`src/pkg/bpsq_pkg.sv`:
```
// Constants, register map and state type for the buck protection sequencer.
// Assumes a 20 MHz control clock and comparator inputs synchronous to it.
package bpsq_pkg;

  // Timing
  localparam int CLK_PERIOD_NS    = 50;
  localparam int MIN_ON_NS        = 100;  // Unloaded figure, the longer one
  localparam int MIN_ON_LOADED_NS = 85;
  localparam int MIN_ON_CYC       = (MIN_ON_NS + CLK_PERIOD_NS - 1) / CLK_PERIOD_NS;
  localparam int SYNC_HIGH_MIN_NS = 75;
  localparam int SYNC_MIN_KHZ     = 300;
  localparam int SYNC_MAX_KHZ     = 2000;
  localparam int CL_HICCUP_CYCLES = 512;
  localparam int HICCUP_CYCLES    = 16000;

  // Register port
  localparam int ADDR_W = 4;
  localparam int DATA_W = 16;
  localparam logic [ADDR_W-1:0] ADDR_CTRL    = 4'h0;
  localparam logic [ADDR_W-1:0] ADDR_PERIOD  = 4'h1;
  localparam logic [ADDR_W-1:0] ADDR_PREBIAS = 4'h2;
  localparam logic [ADDR_W-1:0] ADDR_STATUS  = 4'h3;
  localparam logic [ADDR_W-1:0] ADDR_CLCNT   = 4'h4;

  // Fields
  localparam int CTRL_SYNC_BIT   = 0;
  localparam int ST_STATE_LSB    = 0;
  localparam int ST_PG_PIN_BIT   = 3;
  localparam int ST_REF_INT_BIT  = 4;
  localparam int ST_PREBIAS_BIT  = 5;
  localparam int ST_HS_BIT       = 6;
  localparam int ST_LS_BIT       = 7;
  localparam int PERIOD_W        = 8;

  // Reset values and limits
  localparam logic [DATA_W-1:0]   CTRL_RST    = 16'h0000;
  localparam logic [PERIOD_W-1:0] PERIOD_RST  = 8'h28;
  localparam logic [PERIOD_W-1:0] PERIOD_MIN  = 8'h0a;
  localparam logic [PERIOD_W-1:0] PERIOD_MAX  = 8'h64;
  localparam logic [PERIOD_W-1:0] PREBIAS_RST = 8'h02;

  typedef enum logic [2:0] {
    BPSQ_OFF,
    BPSQ_DISCH,
    BPSQ_RUN,
    BPSQ_HICCUP,
    BPSQ_THERM
  } bpsq_state_e;

endpackage : bpsq_pkg

```
`src/logic/bpsq_cycle_timer.sv`:
```
// Switching cycle timebase: internal period counter or external sync.
// Assumes the sync input is already synchronous to clk_i.
`timescale 1ns/1ps
`default_nettype none

module bpsq_cycle_timer #(
  parameter int PERIOD_W = 8
) (
  input  wire logic                clk_i,
  input  wire logic                rst_i,
  input  wire logic                ce_i,
  input  wire logic                sync_sel_i,
  input  wire logic                sync_i,
  input  wire logic [PERIOD_W-1:0] period_i,
  output logic                     cycle_start_o
);

  logic                sync_d_reg;
  logic [PERIOD_W-1:0] cnt_reg;
  logic                start_reg;
  logic                sync_fall;
  logic                wrap;

  assign sync_fall     = sync_d_reg & ~sync_i;
  assign wrap          = (cnt_reg >= period_i - 1'b1);
  assign cycle_start_o = start_reg;

  always_ff @(posedge clk_i or posedge rst_i) begin
    if (rst_i) begin
      sync_d_reg <= 1'b0;
    end else if (ce_i) begin
      sync_d_reg <= sync_i;
    end
  end

  // Rising switch node follows falling sync edge
  always_ff @(posedge clk_i or posedge rst_i) begin
    if (rst_i) begin
      cnt_reg   <= '0;
      start_reg <= 1'b0;
    end else if (ce_i) begin
      if (sync_sel_i) begin
        start_reg <= sync_fall;
        cnt_reg   <= '0;
      end else begin
        start_reg <= wrap;
        cnt_reg   <= wrap ? '0 : cnt_reg + 1'b1;
      end
    end
  end

endmodule : bpsq_cycle_timer

`default_nettype wire

```
`src/logic/bpsq_sequencer.sv`:
```
// Buck converter cycle gating, protection and start-up sequencing.
// Assumes comparator inputs and sync pin synchronous to a 20 MHz clk_i.
//
// Contract
// - Peak current comparator ends high-side on-time and turns low-side on.
// - Count consecutive current-limit cycles; at 512 enter hiccup.
// - In hiccup, no switching for about 16000 switching cycles, then resume.
// - Low-side forward limit skips next high-side pulse, low-side stays on.
// - After forward limit clears, high-side returns at next cycle start.
// - Reverse limit turns low-side off at once; both off until next cycle.
// - Pre-biased start: brief low-side pulse each cycle until level reached.
// - High-side on-time never below minimum controllable on-time; thermal stop, disable and undervoltage still cut a pulse short.
// - With external sync, switch node rises on sync falling edge.
// - Range flag pulled low below 91% or above 105% of reference.
// - Range flag released only once feedback is within 93% to 103%.
// - Feedback above 105% keeps the high-side disabled.
// - High-side allowed again from next cycle once below threshold.
// - Junction above 170 C stops all switching.
// - Below 155 C restart power-up, discharging soft-start to 60 mV first.
// - Undervoltage, disable or thermal stop: discharge soft-start before restart.
// - Reference follows soft-start until above 90%, then internal reference.
//
// The register addresses and the plain strobed port were decided locally.
`timescale 1ns/1ps
`default_nettype none

module bpsq_sequencer #(
  parameter int CL_LIMIT   = bpsq_pkg::CL_HICCUP_CYCLES,
  parameter int HICCUP_LEN = bpsq_pkg::HICCUP_CYCLES
) (
  input  wire logic                        clk_i,
  input  wire logic                        rst_i,
  input  wire logic                        ce_i,
  input  wire logic                        enable_i,
  input  wire logic                        vin_uvlo_i,
  input  wire logic                        peak_cur_cmp_i,
  input  wire logic                        hs_cur_limit_i,
  input  wire logic                        ls_fwd_limit_i,
  input  wire logic                        ls_rev_limit_i,
  input  wire logic                        fb_below_91_i,
  input  wire logic                        fb_above_105_i,
  input  wire logic                        fb_in_window_i,
  input  wire logic                        temp_above_170_i,
  input  wire logic                        temp_below_155_i,
  input  wire logic                        ss_below_60mv_i,
  input  wire logic                        ss_above_90pct_i,
  input  wire logic                        prebias_reached_i,
  input  wire logic                        timing_sync_input_i,
  input  wire logic                        output_in_range_flag_i,
  input  wire logic [bpsq_pkg::ADDR_W-1:0] reg_addr_i,
  input  wire logic [bpsq_pkg::DATA_W-1:0] reg_wdata_i,
  input  wire logic                        reg_wr_i,
  input  wire logic                        reg_rd_i,
  output logic      [bpsq_pkg::DATA_W-1:0] reg_rdata_o,
  output logic                             hs_on_o,
  output logic                             ls_on_o,
  output logic                             soft_start_ramp_discharge_o,
  output logic                             ref_internal_sel_o,
  output logic                             output_in_range_flag_o,
  output logic                             output_in_range_flag_oe_n_o,
  output logic                             hiccup_o,
  output logic                             thermal_o
);

  localparam int CL_W = $clog2(CL_LIMIT + 1);
  localparam int HC_W = $clog2(HICCUP_LEN + 1);
  localparam int ON_W = 4;
  localparam logic [ON_W-1:0] MIN_ON_M1 = ON_W'(bpsq_pkg::MIN_ON_CYC - 1);

  if (CL_LIMIT < 1 || CL_W > bpsq_pkg::DATA_W || HICCUP_LEN < 1
      || bpsq_pkg::MIN_ON_CYC >= (1 << ON_W)) begin : g_chk
    $error("bpsq_sequencer: unsupported parameter value");
  end

  ////////////////////////////////////////////////////////////////////////////
  // Declarations

  bpsq_pkg::bpsq_state_e state_reg;
  bpsq_pkg::bpsq_state_e state_next;

  logic [bpsq_pkg::DATA_W-1:0]   ctrl_reg;
  logic [bpsq_pkg::PERIOD_W-1:0] period_reg;
  logic [bpsq_pkg::PERIOD_W-1:0] pb_width_reg;
  logic [bpsq_pkg::DATA_W-1:0]   rdata_reg;
  logic [CL_W-1:0]               cl_cnt_reg;
  logic [HC_W-1:0]               hc_cnt_reg;
  logic [ON_W-1:0]               on_cnt_reg;
  logic [bpsq_pkg::PERIOD_W-1:0] pb_cnt_reg;
  logic                          hs_reg;
  logic                          ls_reg;
  logic                          rev_off_reg;
  logic                          fwd_hold_reg;
  logic                          cl_seen_reg;
  logic                          pb_active_reg;
  logic                          pg_low_reg;
  logic                          ref_int_reg;
  logic                          cycle_start;
  logic                          run;
  logic                          cl_hit;
  logic                          cl_trip;
  logic                          hc_done;
  logic                          hs_end;
  logic                          skip_hs;

  function automatic logic [bpsq_pkg::PERIOD_W-1:0] clamp_period(
    input logic [bpsq_pkg::PERIOD_W-1:0] v
  );
    if (v < bpsq_pkg::PERIOD_MIN) begin
      return bpsq_pkg::PERIOD_MIN;
    end else if (v > bpsq_pkg::PERIOD_MAX) begin
      return bpsq_pkg::PERIOD_MAX;
    end
    return v;
  endfunction : clamp_period

  ////////////////////////////////////////////////////////////////////////////
  // Timebase

  bpsq_cycle_timer #(
    .PERIOD_W (bpsq_pkg::PERIOD_W)
  ) u_timer (
    .clk_i         (clk_i),
    .rst_i         (rst_i),
    .ce_i          (ce_i),
    .sync_sel_i    (ctrl_reg[bpsq_pkg::CTRL_SYNC_BIT]),
    .sync_i        (timing_sync_input_i),
    .period_i      (period_reg),
    .cycle_start_o (cycle_start)
  );

  ////////////////////////////////////////////////////////////////////////////
  // Operating state

  assign run     = (state_reg == bpsq_pkg::BPSQ_RUN);
  assign cl_hit  = hs_reg & hs_cur_limit_i;
  assign cl_trip = run & cycle_start & cl_seen_reg
                   & (cl_cnt_reg == CL_W'(CL_LIMIT - 1));
  assign hc_done = cycle_start & (hc_cnt_reg == HC_W'(HICCUP_LEN - 1));

  always_comb begin
    state_next = state_reg;
    if (temp_above_170_i) begin
      state_next = bpsq_pkg::BPSQ_THERM;
    end else if (state_reg == bpsq_pkg::BPSQ_THERM) begin
      if (temp_below_155_i) begin
        state_next = bpsq_pkg::BPSQ_DISCH;
      end
    end else if (!enable_i || vin_uvlo_i) begin
      state_next = bpsq_pkg::BPSQ_OFF;
    end else begin
      unique case (state_reg)
        bpsq_pkg::BPSQ_OFF:    state_next = bpsq_pkg::BPSQ_DISCH;
        bpsq_pkg::BPSQ_DISCH: begin
          if (ss_below_60mv_i) begin
            state_next = bpsq_pkg::BPSQ_RUN;
          end
        end
        bpsq_pkg::BPSQ_RUN: begin
          if (cl_trip) begin
            state_next = bpsq_pkg::BPSQ_HICCUP;
          end
        end
        bpsq_pkg::BPSQ_HICCUP: begin
          if (hc_done) begin
            state_next = bpsq_pkg::BPSQ_RUN;
          end
        end
        bpsq_pkg::BPSQ_THERM:  state_next = bpsq_pkg::BPSQ_THERM;
        default:               state_next = bpsq_pkg::BPSQ_OFF;
      endcase
    end
  end

  always_ff @(posedge clk_i or posedge rst_i) begin
    if (rst_i) begin
      state_reg <= bpsq_pkg::BPSQ_OFF;
    end else if (ce_i) begin
      state_reg <= state_next;
    end
  end

  // Consecutive current-limit cycles, set wins over the cycle-start clear
  always_ff @(posedge clk_i or posedge rst_i) begin
    if (rst_i) begin
      cl_seen_reg <= 1'b0;
      cl_cnt_reg  <= '0;
    end else if (ce_i) begin
      cl_seen_reg <= cycle_start ? cl_hit : (cl_seen_reg | cl_hit);
      if (!run) begin
        cl_cnt_reg <= '0;
      end else if (cycle_start) begin
        cl_cnt_reg <= cl_seen_reg ? cl_cnt_reg + 1'b1 : '0;
      end
    end
  end

  always_ff @(posedge clk_i or posedge rst_i) begin
    if (rst_i) begin
      hc_cnt_reg <= '0;
    end else if (ce_i) begin
      if (state_reg != bpsq_pkg::BPSQ_HICCUP) begin
        hc_cnt_reg <= '0;
      end else if (cycle_start) begin
        hc_cnt_reg <= hc_cnt_reg + 1'b1;
      end
    end
  end

  ////////////////////////////////////////////////////////////////////////////
  // Per-cycle switch gating

  // Hiccup entry starts no pulse that the state change would cut short
  assign skip_hs = fwd_hold_reg | ls_fwd_limit_i | fb_above_105_i
                   | cl_trip;
  assign hs_end  = (on_cnt_reg >= MIN_ON_M1)
                   & (peak_cur_cmp_i | hs_cur_limit_i | fb_above_105_i);

  always_ff @(posedge clk_i or posedge rst_i) begin
    if (rst_i) begin
      hs_reg        <= 1'b0;
      ls_reg        <= 1'b0;
      on_cnt_reg    <= '0;
      rev_off_reg   <= 1'b0;
      pb_active_reg <= 1'b0;
      pb_cnt_reg    <= '0;
    end else if (ce_i) begin
      if (!run) begin
        hs_reg        <= 1'b0;
        ls_reg        <= 1'b0;
        rev_off_reg   <= 1'b0;
        pb_active_reg <= 1'b0;
      end else if (cycle_start) begin
        rev_off_reg <= 1'b0;
        on_cnt_reg  <= '0;
        if (!prebias_reached_i) begin
          hs_reg        <= 1'b0;
          ls_reg        <= 1'b1;
          pb_active_reg <= 1'b1;
          pb_cnt_reg    <= pb_width_reg;
        end else if (skip_hs) begin
          hs_reg        <= 1'b0;
          ls_reg        <= ~ls_rev_limit_i;
          pb_active_reg <= 1'b0;
        end else begin
          hs_reg        <= 1'b1;
          ls_reg        <= 1'b0;
          pb_active_reg <= 1'b0;
        end
      end else if (hs_reg) begin
        if (on_cnt_reg != {ON_W{1'b1}}) begin
          on_cnt_reg <= on_cnt_reg + 1'b1;
        end
        if (hs_end) begin
          hs_reg <= 1'b0;
          ls_reg <= ~rev_off_reg & ~ls_rev_limit_i;
        end
      end else if (ls_reg) begin
        if (ls_rev_limit_i) begin
          ls_reg      <= 1'b0;
          rev_off_reg <= 1'b1;
        end else if (pb_active_reg) begin
          if (pb_cnt_reg <= 8'h01) begin
            ls_reg        <= 1'b0;
            pb_active_reg <= 1'b0;
          end
          pb_cnt_reg <= pb_cnt_reg - 1'b1;
        end
      end
    end
  end

  // Forward limit seen this cycle blocks the next high-side pulse
  always_ff @(posedge clk_i or posedge rst_i) begin
    if (rst_i) begin
      fwd_hold_reg <= 1'b0;
    end else if (ce_i) begin
      fwd_hold_reg <= cycle_start ? 1'b0 : (fwd_hold_reg | (ls_reg & ls_fwd_limit_i));
    end
  end

  assign hs_on_o = hs_reg;
  assign ls_on_o = ls_reg & ~ls_rev_limit_i;

  ////////////////////////////////////////////////////////////////////////////
  // Range flag, reference and soft-start

  always_ff @(posedge clk_i or posedge rst_i) begin
    if (rst_i) begin
      pg_low_reg <= 1'b1;
    end else if (ce_i) begin
      if (!run || fb_below_91_i || fb_above_105_i) begin
        pg_low_reg <= 1'b1;
      end else if (fb_in_window_i) begin
        pg_low_reg <= 1'b0;
      end
    end
  end

  always_ff @(posedge clk_i or posedge rst_i) begin
    if (rst_i) begin
      ref_int_reg <= 1'b0;
    end else if (ce_i) begin
      if (!run && state_reg != bpsq_pkg::BPSQ_HICCUP) begin
        ref_int_reg <= 1'b0;
      end else if (ss_above_90pct_i) begin
        ref_int_reg <= 1'b1;
      end
    end
  end

  assign output_in_range_flag_o      = 1'b0;
  assign output_in_range_flag_oe_n_o = ~pg_low_reg;
  assign ref_internal_sel_o          = ref_int_reg;
  assign soft_start_ramp_discharge_o = (state_reg == bpsq_pkg::BPSQ_OFF)
                                       | (state_reg == bpsq_pkg::BPSQ_DISCH)
                                       | (state_reg == bpsq_pkg::BPSQ_THERM);
  assign hiccup_o                    = (state_reg == bpsq_pkg::BPSQ_HICCUP);
  assign thermal_o                   = (state_reg == bpsq_pkg::BPSQ_THERM);

  ////////////////////////////////////////////////////////////////////////////
  // Register port

  always_ff @(posedge clk_i or posedge rst_i) begin
    if (rst_i) begin
      ctrl_reg     <= bpsq_pkg::CTRL_RST;
      period_reg   <= bpsq_pkg::PERIOD_RST;
      pb_width_reg <= bpsq_pkg::PREBIAS_RST;
    end else if (ce_i && reg_wr_i) begin
      if (reg_addr_i == bpsq_pkg::ADDR_CTRL) begin
        ctrl_reg <= reg_wdata_i & 16'h0001;
      end
      if (reg_addr_i == bpsq_pkg::ADDR_PERIOD) begin
        period_reg <= clamp_period(reg_wdata_i[bpsq_pkg::PERIOD_W-1:0]);
      end
      if (reg_addr_i == bpsq_pkg::ADDR_PREBIAS) begin
        pb_width_reg <= reg_wdata_i[bpsq_pkg::PERIOD_W-1:0];
      end
    end
  end

  always_ff @(posedge clk_i or posedge rst_i) begin
    if (rst_i) begin
      rdata_reg <= '0;
    end else if (ce_i) begin
      rdata_reg <= '0;
      if (reg_rd_i) begin
        case (reg_addr_i)
          bpsq_pkg::ADDR_CTRL:    rdata_reg <= ctrl_reg;
          bpsq_pkg::ADDR_PERIOD:  rdata_reg <= {8'h00, period_reg};
          bpsq_pkg::ADDR_PREBIAS: rdata_reg <= {8'h00, pb_width_reg};
          bpsq_pkg::ADDR_STATUS: begin
            rdata_reg[bpsq_pkg::ST_STATE_LSB +: 3] <= state_reg;
            rdata_reg[bpsq_pkg::ST_PG_PIN_BIT]     <= output_in_range_flag_i;
            rdata_reg[bpsq_pkg::ST_REF_INT_BIT]    <= ref_int_reg;
            rdata_reg[bpsq_pkg::ST_PREBIAS_BIT]    <= pb_active_reg;
            rdata_reg[bpsq_pkg::ST_HS_BIT]         <= hs_reg;
            rdata_reg[bpsq_pkg::ST_LS_BIT]         <= ls_reg;
          end
          bpsq_pkg::ADDR_CLCNT:   rdata_reg <= bpsq_pkg::DATA_W'(cl_cnt_reg);
          default:                rdata_reg <= '0;
        endcase
      end
    end
  end

  assign reg_rdata_o = rdata_reg;

endmodule : bpsq_sequencer

`default_nettype wire

```
`config.mk`:
```
export PLATFORM = sky130hd
export DESIGN_NAME = bpsq_sequencer
export DESIGN_NICKNAME = d
export VERILOG_FILES = /design/src/pkg/bpsq_pkg.sv /design/src/logic/bpsq_cycle_timer.sv /design/src/logic/bpsq_sequencer.sv
export SDC_FILE = /design/constraint.sdc
export NUM_CORES = 1
export LEC_CHECK = 0
export ABC_CLOCK_PERIOD_IN_PS = 2800
export BUFFER_PORTS_ARGS = -buffer_cell sky130_fd_sc_hd__buf_2
export CAP_MARGIN = 40
export CORE_MARGIN = 1
export CORE_UTILIZATION = 50
export DETAILED_ROUTE_END_ITERATION = 8
export GPL_TIMING_DRIVEN = 0
export HOLD_SLACK_MARGIN = 0.02
export PLACE_DENSITY_LB_ADDON = 0.25
export SYNTH_ARGS = -nofsm -noshare
export SYNTH_HDL_FRONTEND = slang
export SYNTH_SLANG_ARGS = --single-unit
```
`constraint.sdc`:
```
create_clock -name clk_i -period 2.8 [get_ports clk_i]
set_input_delay 0.28 -clock clk_i [delete_from_list [all_inputs] [get_ports clk_i]]
set_output_delay 0.28 -clock clk_i [all_outputs]
set_load 0.01 [all_outputs]
```
; ---- Word-level counts from Yosys, hierarchy flattened
; Cells that the tools add are included.
[word_totals]
word_cells = 177
latch_bits = 0
romBits = 0
ramBits = 0
n_memories = 0
reg_bits = 90
output_inout_bits = 24
in_bits = 41
[classes]
n_bitwise = 23
muxes = 69
shift = 0
reduce_logical = 29
n_eq_ne = 25
mul = 0
add_sub_neg = 6
n_lt_le_gt_ge = 5
div_mod_pow = 0
[op_table]
columns = operator, count
row1 = 2-to-1 mux 8 bit, 11
row2 = 2-to-1 mux 10 bit, 4
row3 = case mux 8 bit (5 select lines), 1
row4 = 2-to-1 mux 1 bit, 39
row5 = 2-to-1 mux 14 bit, 2
row6 = 2-to-1 mux 3 bit, 7
row7 = AND reduction 2 bit, 8
row8 = subtractor 8 x 1 -> 8 bit (second input constant), 2
row9 = inequality test 3 x 2 -> 1 bit (second input constant), 5
row10 = adder 14 x 1 -> 14 bit (second input constant), 1
row11 = == test 14 bit (second input constant), 1
row12 = nonzero test 2 bit, 7
row13 = 2-to-1 mux 4 bit, 3
row14 = case mux 3 bit (4 select lines), 1
row15 = AND reduction 4 bit, 3
row16 = adder 10 x 1 -> 10 bit (second input constant), 1
row17 = bitwise AND 1 bit, 10
row18 = == test 10 x 9 -> 1 bit (second input constant), 1
row19 = OR 1 bit, 9
row20 = adder 8 x 1 -> 8 bit (second input constant), 1
row21 = == test 4 x 2 -> 1 bit (second input constant), 2
row22 = greater-or-equal comparator 8 bit, 1
row23 = greater-than comparator 8 x 7 -> 1 bit (second input constant), 1
row24 = <= comparator 8 x 1 -> 1 bit (second input constant), 1
row25 = 25 further kinds, 35

; ---- Logic depth before layout (Yosys ltp)
; Gate-level depths: netlist of run 1.
[depth]
ltp_word = 9
mapped_depth = 11
ltp_nobuf = 11

; ---- Cells and area by module
; Synthesis of run 1 repeated with hierarchy kept, for this count alone.
[unflattened]
hier_cells = 546
hier_area_um2 = 4983.5
[modules_own_cells]
columns = module, n_inst, seq_area_each_um2, cells_per_inst, area_each_um2
row1 = bpsq_sequencer, 1, 1856.8, 452, 4144.0
row2 = bpsq_cycle_timer, 1, 250.2, 94, 839.6

; ---- Worst setup path after synthesis of run 1
; OpenSTA, ideal clock, no wires.
[synth_path]
kind = flip-flop to flip-flop
start = register period_reg[0] (netlist bit)
end = register u_timer.cnt_reg[7]
n_path_buf = 0
stages_incl_launch_ff = 11
arrival_time_ps = 2401
synth_period_minus_slack_ps = 2516
setup_ps = 116
slack_ps = 284
required_ps = 2684
cell_sequence = dfrtp_1 -> nor3_1 -> nand2_1 -> nor4_1 -> xnor2_1 -> ha_1 -> a211oi_1 -> o21ai_0 -> a31oi_4 -> nand2_1 -> o311ai_0
[synth_between]
elab_chain_cells = 4
[synth_rtl]
columns = item, line
row1 = "start, declared", bpsq_sequencer.sv:82  ; logic [bpsq_pkg::PERIOD_W-1:0] period_reg;
row2 = "start signal, assigned", bpsq_sequencer.sv:326  ; period_reg <= bpsq_pkg::PERIOD_RST;
row3 = "start signal, assigned", bpsq_sequencer.sv:333  ; period_reg <= clamp_period(reg_wdata_i[bpsq_pkg::PERIOD_W-1:0]);
row4 = subtractor 8 x 1 -> 8 bit, bpsq_cycle_timer.sv:25  ; assign wrap = (cnt_reg >= period_i - 1'b1);
row5 = greater-or-equal comparator 8 bit, bpsq_cycle_timer.sv:25
row6 = 2-to-1 mux 8 bit, bpsq_cycle_timer.sv:47  ; cnt_reg <= wrap ? '0 : cnt_reg + 1'b1;
row7 = 2-to-1 mux 8 bit, bpsq_cycle_timer.sv:42  ; if (sync_sel_i) begin
row8 = "end signal, assigned", bpsq_cycle_timer.sv:47
row9 = "end, declared", bpsq_cycle_timer.sv:19  ; logic [PERIOD_W-1:0] cnt_reg;
; Every way passes these cells.
; A chain may end at the register's enable or synchronous reset.

; ---- Worst setup path in the final report of run 1
; Same ends and word-level chain as after synthesis.

==> impl_metrics.yaml, run 1 <==
place:
  pre_cts_ws_ns: -0.09241
  finalWeightedCongestion: 0.9251
  port_buffers: 49
  placedCellCount: 702
  place_hpwl_mm: 8.688
cts:
  clk_transition_reported_paths_ns: 0.09
  cts_h_tree_depth: 3
  clock_latency_on_the_worst_skew_pair_ns: 0.35
  cts.repair_timing.setup_buffer_count: 0
  num_cts_buffers: 9
  cts_sinks: 84
  clock_tree.buffer_depth: 2
  tritoncts: "done"
  clock-root-buffer: "clkbuf_8"
sta:
  slew_viol_final: 0
  timing.max_slew.rel_slack: 0.4528
  worst-slew-pin-transition_ns: 0.8190
  setup_ws_ns: 0.1797
  clock.fmax_mhz: 381.6
  endpoints_failing_hold: 0
  finalWorstPathRequiredPeriod_ns: 2.620
  timing.final.crit_share: 0.9358
  setup-violations-final: 0
  skew_ns: 0.008629
worst_setup_path:
  crit_type: "flip-flop to flip-flop"
  reg_to_reg_endpoint: "u_timer.cnt_reg[7]$_DFFE_PP0P_"
  worst_r2r_path_depth: 10
  reg2reg_slack_ns: 0.18
  crit-reg2reg-launch: "period_reg[0]$_DFFE_PP0P_"
  startpoint_type: "flip-flop"
  critPathCaptureType: "flip-flop"
  timing.critical_path.arrival_ns: 2.87
  required_ns: 3.05
  crit_fanout: 5
grt:
  grt_first_pass_wirelength_mm: 19.57
  groute.usage.overall: 0.2494
  grt_max_degree: 64
  vias_in_the_first_global_route: 3956
  globalRoute.totalOverflow: 0
  antenna_violations_before_repair: 0
yosys:
  syn_inst: 517
  yosys.cell_types.count: 65
  seq_area_frac_synth: 0.4403
  yosys-mux-area-fraction: 0.03242
  synthesis.yosys.warnings: 0
  edff_count_synth: 0
  synthFlopType: "dfrtp_1"
  synth_seq_cells: 84
  compound_gate_portion_of_the_synthesized_area: 0.1893
  synthXorXnorAreaFrac: 0.03843
  synthAdderAreaFrac: 0.04444
  synth_simple_gate_area_share: 0.2081
  synth_area_sq_um: 4786
  syn_avg_cell_area_sq_um: 9.257
  synth_async_sr_flop_share: 1.000
  synth_top_family_by_area: "simple AND/OR/NAND/NOR gates"
final_layout:
  n_diodes: 0
  largest_register_ff_count: 14
  number_of_nets_at_the_end_of_the_flow: 643
  drive_gt1_frac: 0.1814
  area_delta_synth_final_pct: 14.09
  post_layout_instance_count_excluding_filler_cells: 719
  finalCoreUtilization: 0.5909
floorplan:
  io_pins: 65
  die-height_microns: 99.84
  core_area_sq_um: 9240
  floorplan.die_area_sq_um: 9967
  initial_utilization: 0.5179
  fp.dieW_microns: 99.84
  floorplan.rows: 35
route:
  detailedRoute.firstPassIterationCount: 6
  vias_after_detailed_routing: 4164
  detailroute.wirelength.met3_microns: 519
  drt-total-wl_mm: 11.74
  top_metal_used: "met4"
  detail_route.wirelength.met1_mm: 5.543
  drt_iter0_markers: 249
  remaining_drcs: 0
  detail-route-antenna-nets: 0
  wl_per_cell_microns: 16.32
  detail_route.vias_per_cell: 5.791
  met2WireLength_mm: 5.480
worst_hold_path:
  hold_worst_path_end: "u_timer.sync_d_reg$_DFFE_PP0P_"
  timing.hold.worst.start: "timing_sync_input_i"
  min_path_cells: 2
  hold_class: "input pin to flip-flop"
pwr:
  power_density_nw_per_um2: 568.1
  power.ir.vdd_worst_uv: 404.1
  p_total_mw: 3.102
  static-leakage-power_nw: 2.395
run_status:
  outcome: "finished, final reports clean"
run:
  max_cap_viol_count: 0
-- layout make-up --
cell class / instances / area [sq um]
Multi-Input combinational cell: 391 / 2491
Tap cell: 129 / 161.4
Sequential cell: 84 / 2107
Fill cell: 824 / 3780
Timing Repair Buffer: 51 / 282.8
Clock inverter: 5 / 42.54
Inverter: 21 / 81.33
Buffer: 27 / 142.6
Clock buffer: 11 / 151.4
-- cell usage in the layout, fill, tap and decap left out, types with 13 or more instances in the layout --
cell	netlist	final
o21ai_0	45	44
nor2_1	55	55
ha_1	17	17
buf_2	3	52
nor3_1	14	13
nand3_1	23	23
a21oi_1	17	17
dfrtp_1	80	80
nand2_1	52	52
inv_1	21	20
-- layer usage --
layer  GRT usage  vias up
li1            -     2000
met5           0        -
met2      0.3979      107
met1      0.3496     2036
met3     0.04039       21
met4     0.07805        0
-- cell usage after synthesis, drive strengths merged (8+ instances only) --
cell,n,area (sq um)
nand4,12,75.07
xnor2,12,105.1
nand2,52,195.2
a21oi,17,85.08
nand3,23,115.1
nor2,57,232.7
a222oi,8,80.08
nor3,14,70.07
buf,15,97.59
o21ai,46,241.5
clkbuf,12,45.04
o2bb2ai,11,96.34
ha,17,212.7
mux2,12,135.1
inv,21,78.83
xor2,9,78.83
dfrtp,80,2002
-- cells by family after synthesis --
group / Yosys count
flops: 84
simple gates: 201
fa+ha+maj: 17
mux: 14
xor+xnor: 21
compound gates: 131
buf+inv: 48
other cells: 1
-- repair_timing --
action	CTS	global route
endpoints found under the setup margin	2	3
hold buffers	1	0
hold endpoints to repair	20	0
resized for setup	1	4
-- report_power, final --
part	total, mW	switching (mW)	internal, mW
logic	0.784	0.471	0.313
registers	1.47	0.139	1.33
clock network	0.850	0.469	0.381
total	3.10	1.08	2.02
-- worst max path at each step --
stage,from,cells after the start,end
after floorplan,period_reg[0]$_DFFE_PP0P_,10,u_timer.cnt_reg[7]$_DFFE_PP0P_
after global placement,rst_i,2,pb_width_reg[7]$_DFFE_PP0P_
after detailed placement,period_reg[0]$_DFFE_PP0P_,10,u_timer.cnt_reg[7]$_DFFE_PP0P_
after CTS,period_reg[0]$_DFFE_PP0P_,10,u_timer.cnt_reg[7]$_DFFE_PP0P_
after global routing,period_reg[0]$_DFFE_PP0P_,10,u_timer.cnt_reg[6]$_DFFE_PP0P_
final,period_reg[0]$_DFFE_PP0P_,10,u_timer.cnt_reg[7]$_DFFE_PP0P_
-- critical path, stage by stage (launching register included) --
cell      delay, ns
dfrtp_1        0.45
nor3_2         0.24
nand2_1        0.11
nor4_2         0.18
xnor2_1        0.18
ha_1           0.27
a211oi_1       0.22
o21ai_1        0.17
a31oi_4        0.23
nand2_1        0.15
o311ai_1       0.31
-- through the flow --
stage / hold slack, ns / cell area [sq um] / setup TNS (ns)
2_1_floorplan: 0.3885 / 4808 / 0
3_3_place_gp: 0.4687 / 5215 / -50.77
3_5_place_dp: 0.2622 / 5245 / -0.1562
4_1_cts: 0.1748 / 5454 / 0
5_1_grt: 0.1763 / 5460 / -0.04331
6_report: 0.1795 / 5460 / 0
No activity file was read; power rests on OpenSTA's default activity.
==> run 2, diff against run 1 <==
Settings changed: GPL_TIMING_DRIVEN 0 to unset.
==> impl_metrics.yaml, run 2 (synthesis results as in run 1) <==
floorplan:
  initial_utilization: 0.5179
  die-height_microns: 99.84
  fp.dieW_microns: 99.84
  floorplan.die_area_sq_um: 9967
  floorplan.rows: 35
  core_area_sq_um: 9240
  io_pins: 65
grt:
  globalRoute.totalOverflow: 0
  busiest_layer: "met2"
  grt_max_degree: 85
  met1_usage: 0.3479
  groute.usage.overall: 0.2465
  vias_in_the_first_global_route: 3907
  grt_first_pass_wirelength_mm: 19.40
  use_met2: 0.3947
  antenna_violations_before_repair: 0
  grt_util_met3: 0.03203
route:
  vias_after_detailed_routing: 4097
  detail_route.vias_per_cell: 5.828
  drt-total-wl_mm: 11.53
  wl_per_cell_microns: 16.40
  drt_iter0_markers: 304
  detailedRoute.firstPassIterationCount: 7
  remaining_drcs: 0
  detail-route-antenna-nets: 0
cts:
  tritoncts: "done"
  cts_h_tree_depth: 3
  clock_tree.buffer_depth: 2
  cts_sinks: 84
  clock-root-buffer: "clkbuf_8"
  clk_transition_reported_paths_ns: 0.09
  cts.repair_timing.setup_buffer_count: 0
  clock_latency_on_the_worst_skew_pair_ns: 0.35
  num_cts_buffers: 9
final_layout:
  n_diodes: 0
  largest_register_ff_count: 14
  final_common_cell: "dfrtp_1"
  most-common-layout-cells: "dfrtp_1 (80), nor2_1 (55), nand2_1 (52)"
  final_design_area_no_fill_sq_um: 5399
  area_delta_synth_final_pct: 12.81
  drive_gt1_frac: 0.1882
  number_of_nets_at_the_end_of_the_flow: 628
worst_setup_path:
  crit-reg2reg-launch: "period_reg[1]$_DFFE_PP0P_"
  worstPathBufferInverterCount: 0
  slowest_delay_ns: 0.42
  cp_top_family: "compound AO/OA/AOI/OAI gates"
  crit_fanout: 4
  reg2reg_slack_ns: 0.29
  cpMostUsedCell: "nand2_1"
  path_cells: "nor3_2 -> nand2_1 -> nor4_2 -> xnor2_1 -> ha_1 -> a211oi_1 -> o21ai_1 -> a31oi_4 -> nand2_1 -> o311ai_1"
  critical_path.startpoint: "period_reg[1]$_DFFE_PP0P_"
  startpoint_type: "flip-flop"
  critPathCaptureType: "flip-flop"
  required_ns: 3.04
  reg_to_reg_endpoint: "u_timer.cnt_reg[7]$_DFFE_PP0P_"
  timing.critical_path.arrival_ns: 2.75
  worst_r2r_path_depth: 10
  crit_type: "flip-flop to flip-flop"
  cpMaxStageDelayCell: "dfrtp_1"
place:
  place_hpwl_mm: 8.342
  port_buffers: 49
  pre_cts_ws_ns: 0.03669
  finalWeightedCongestion: 0.8672
  postPlaceCellArea_sq_um: 5197
pwr:
  p_total_mw: 3.106
  static-leakage-power_nw: 2.362
  power_density_nw_per_um2: 575.4
  power.ir.vdd_worst_uv: 416.6
sta:
  setup_ws_ns: 0.2877
  timing.max_slew.rel_slack: 0.4584
  finalWorstPathRequiredPeriod_ns: 2.512
  timing.final.crit_share: 0.8973
  worst-slew-pin-transition_ns: 0.8095
  setup-violations-final: 0
  rsz0062_at_grt: "false"
  skew_ns: 0.01732
  fin_tns_setup_ns: 0
  hold_slack_ns: 0.02551
  slew_viol_final: 0
  clock.fmax_mhz: 398.0
  endpoints_failing_hold: 0
worst_hold_path:
  hold_class: "input pin to async pin"
run_status:
  outcome: "finished, final reports clean"
run:
  max_cap_viol_count: 0
[run 2: cell count changes in the layout (fill, tap and decap cells not counted), moves of 2 or more]
cell / previous run / this run
buf_1: 3 / 0
buf_2: 52 / 49
buf_4: 8 / 13
clkbuf_1: 12 / 0
clkbuf_8: 11 / 9
clkinv_2: 0 / 2
clkinvlp_4: 1 / 3
inv_6: 2 / 0
[run 2: report_power, final]
group          total (mW)  switching, mW  internal (mW)
sequential           1.47          0.144           1.33
combinational       0.782          0.456          0.326
clock               0.852          0.444          0.407
total                3.11           1.04           2.06
[run 2: routing by layer]
metal	routed length, microns	vias to the layer above
met1	5400	1976
met3	601	14
li1	-	1968
met5	0	-
met2	5374	139
met4	152	0
[run 2: how the worst max path moves through the flow]
stage,endpoint,slack (ns),cells past startpoint
after floorplan,u_timer.cnt_reg[7]$_DFFE_PP0P_,0.28,10
after global placement,u_timer.cnt_reg[7]$_DFFE_PP0P_,0.19,10
after detailed placement,u_timer.cnt_reg[6]$_DFFE_PP0P_,0.04,10
after CTS,u_timer.cnt_reg[6]$_DFFE_PP0P_,0.06,10
after global routing,u_timer.cnt_reg[6]$_DFFE_PP0P_,0.06,10
final,u_timer.cnt_reg[7]$_DFFE_PP0P_,0.29,10
[run 2: area by class of cell]
cell class	instances	area, sq um
sequential	84	2107
fill	825	3841
clock inverter	6	66.31
inverter	21	80.08
tap	129	161.4
timing repair buffer	63	362.8
clock buffer	9	123.9
multi-input combinational	391	2497
[run 2: through the flow]
step | utilization | std cells
after floorplan | - | 523
after global placement | 0.5625 | 688
after detailed placement | 0.5625 | 688
after CTS | 0.5831 | 703
after global routing | 0.5843 | 703
final | 0.5843 | 703
[run 2: what timing repair did]
action / in CTS / in global routing
hold buffers: 0 / 0
gates resized for setup: 0 / 5
endpoints found under the setup margin: 0 / 6
[run 2: worst min-delay path: cells and delay by family]
family   cells  cell delay (ns)
buf+inv      3             0.52
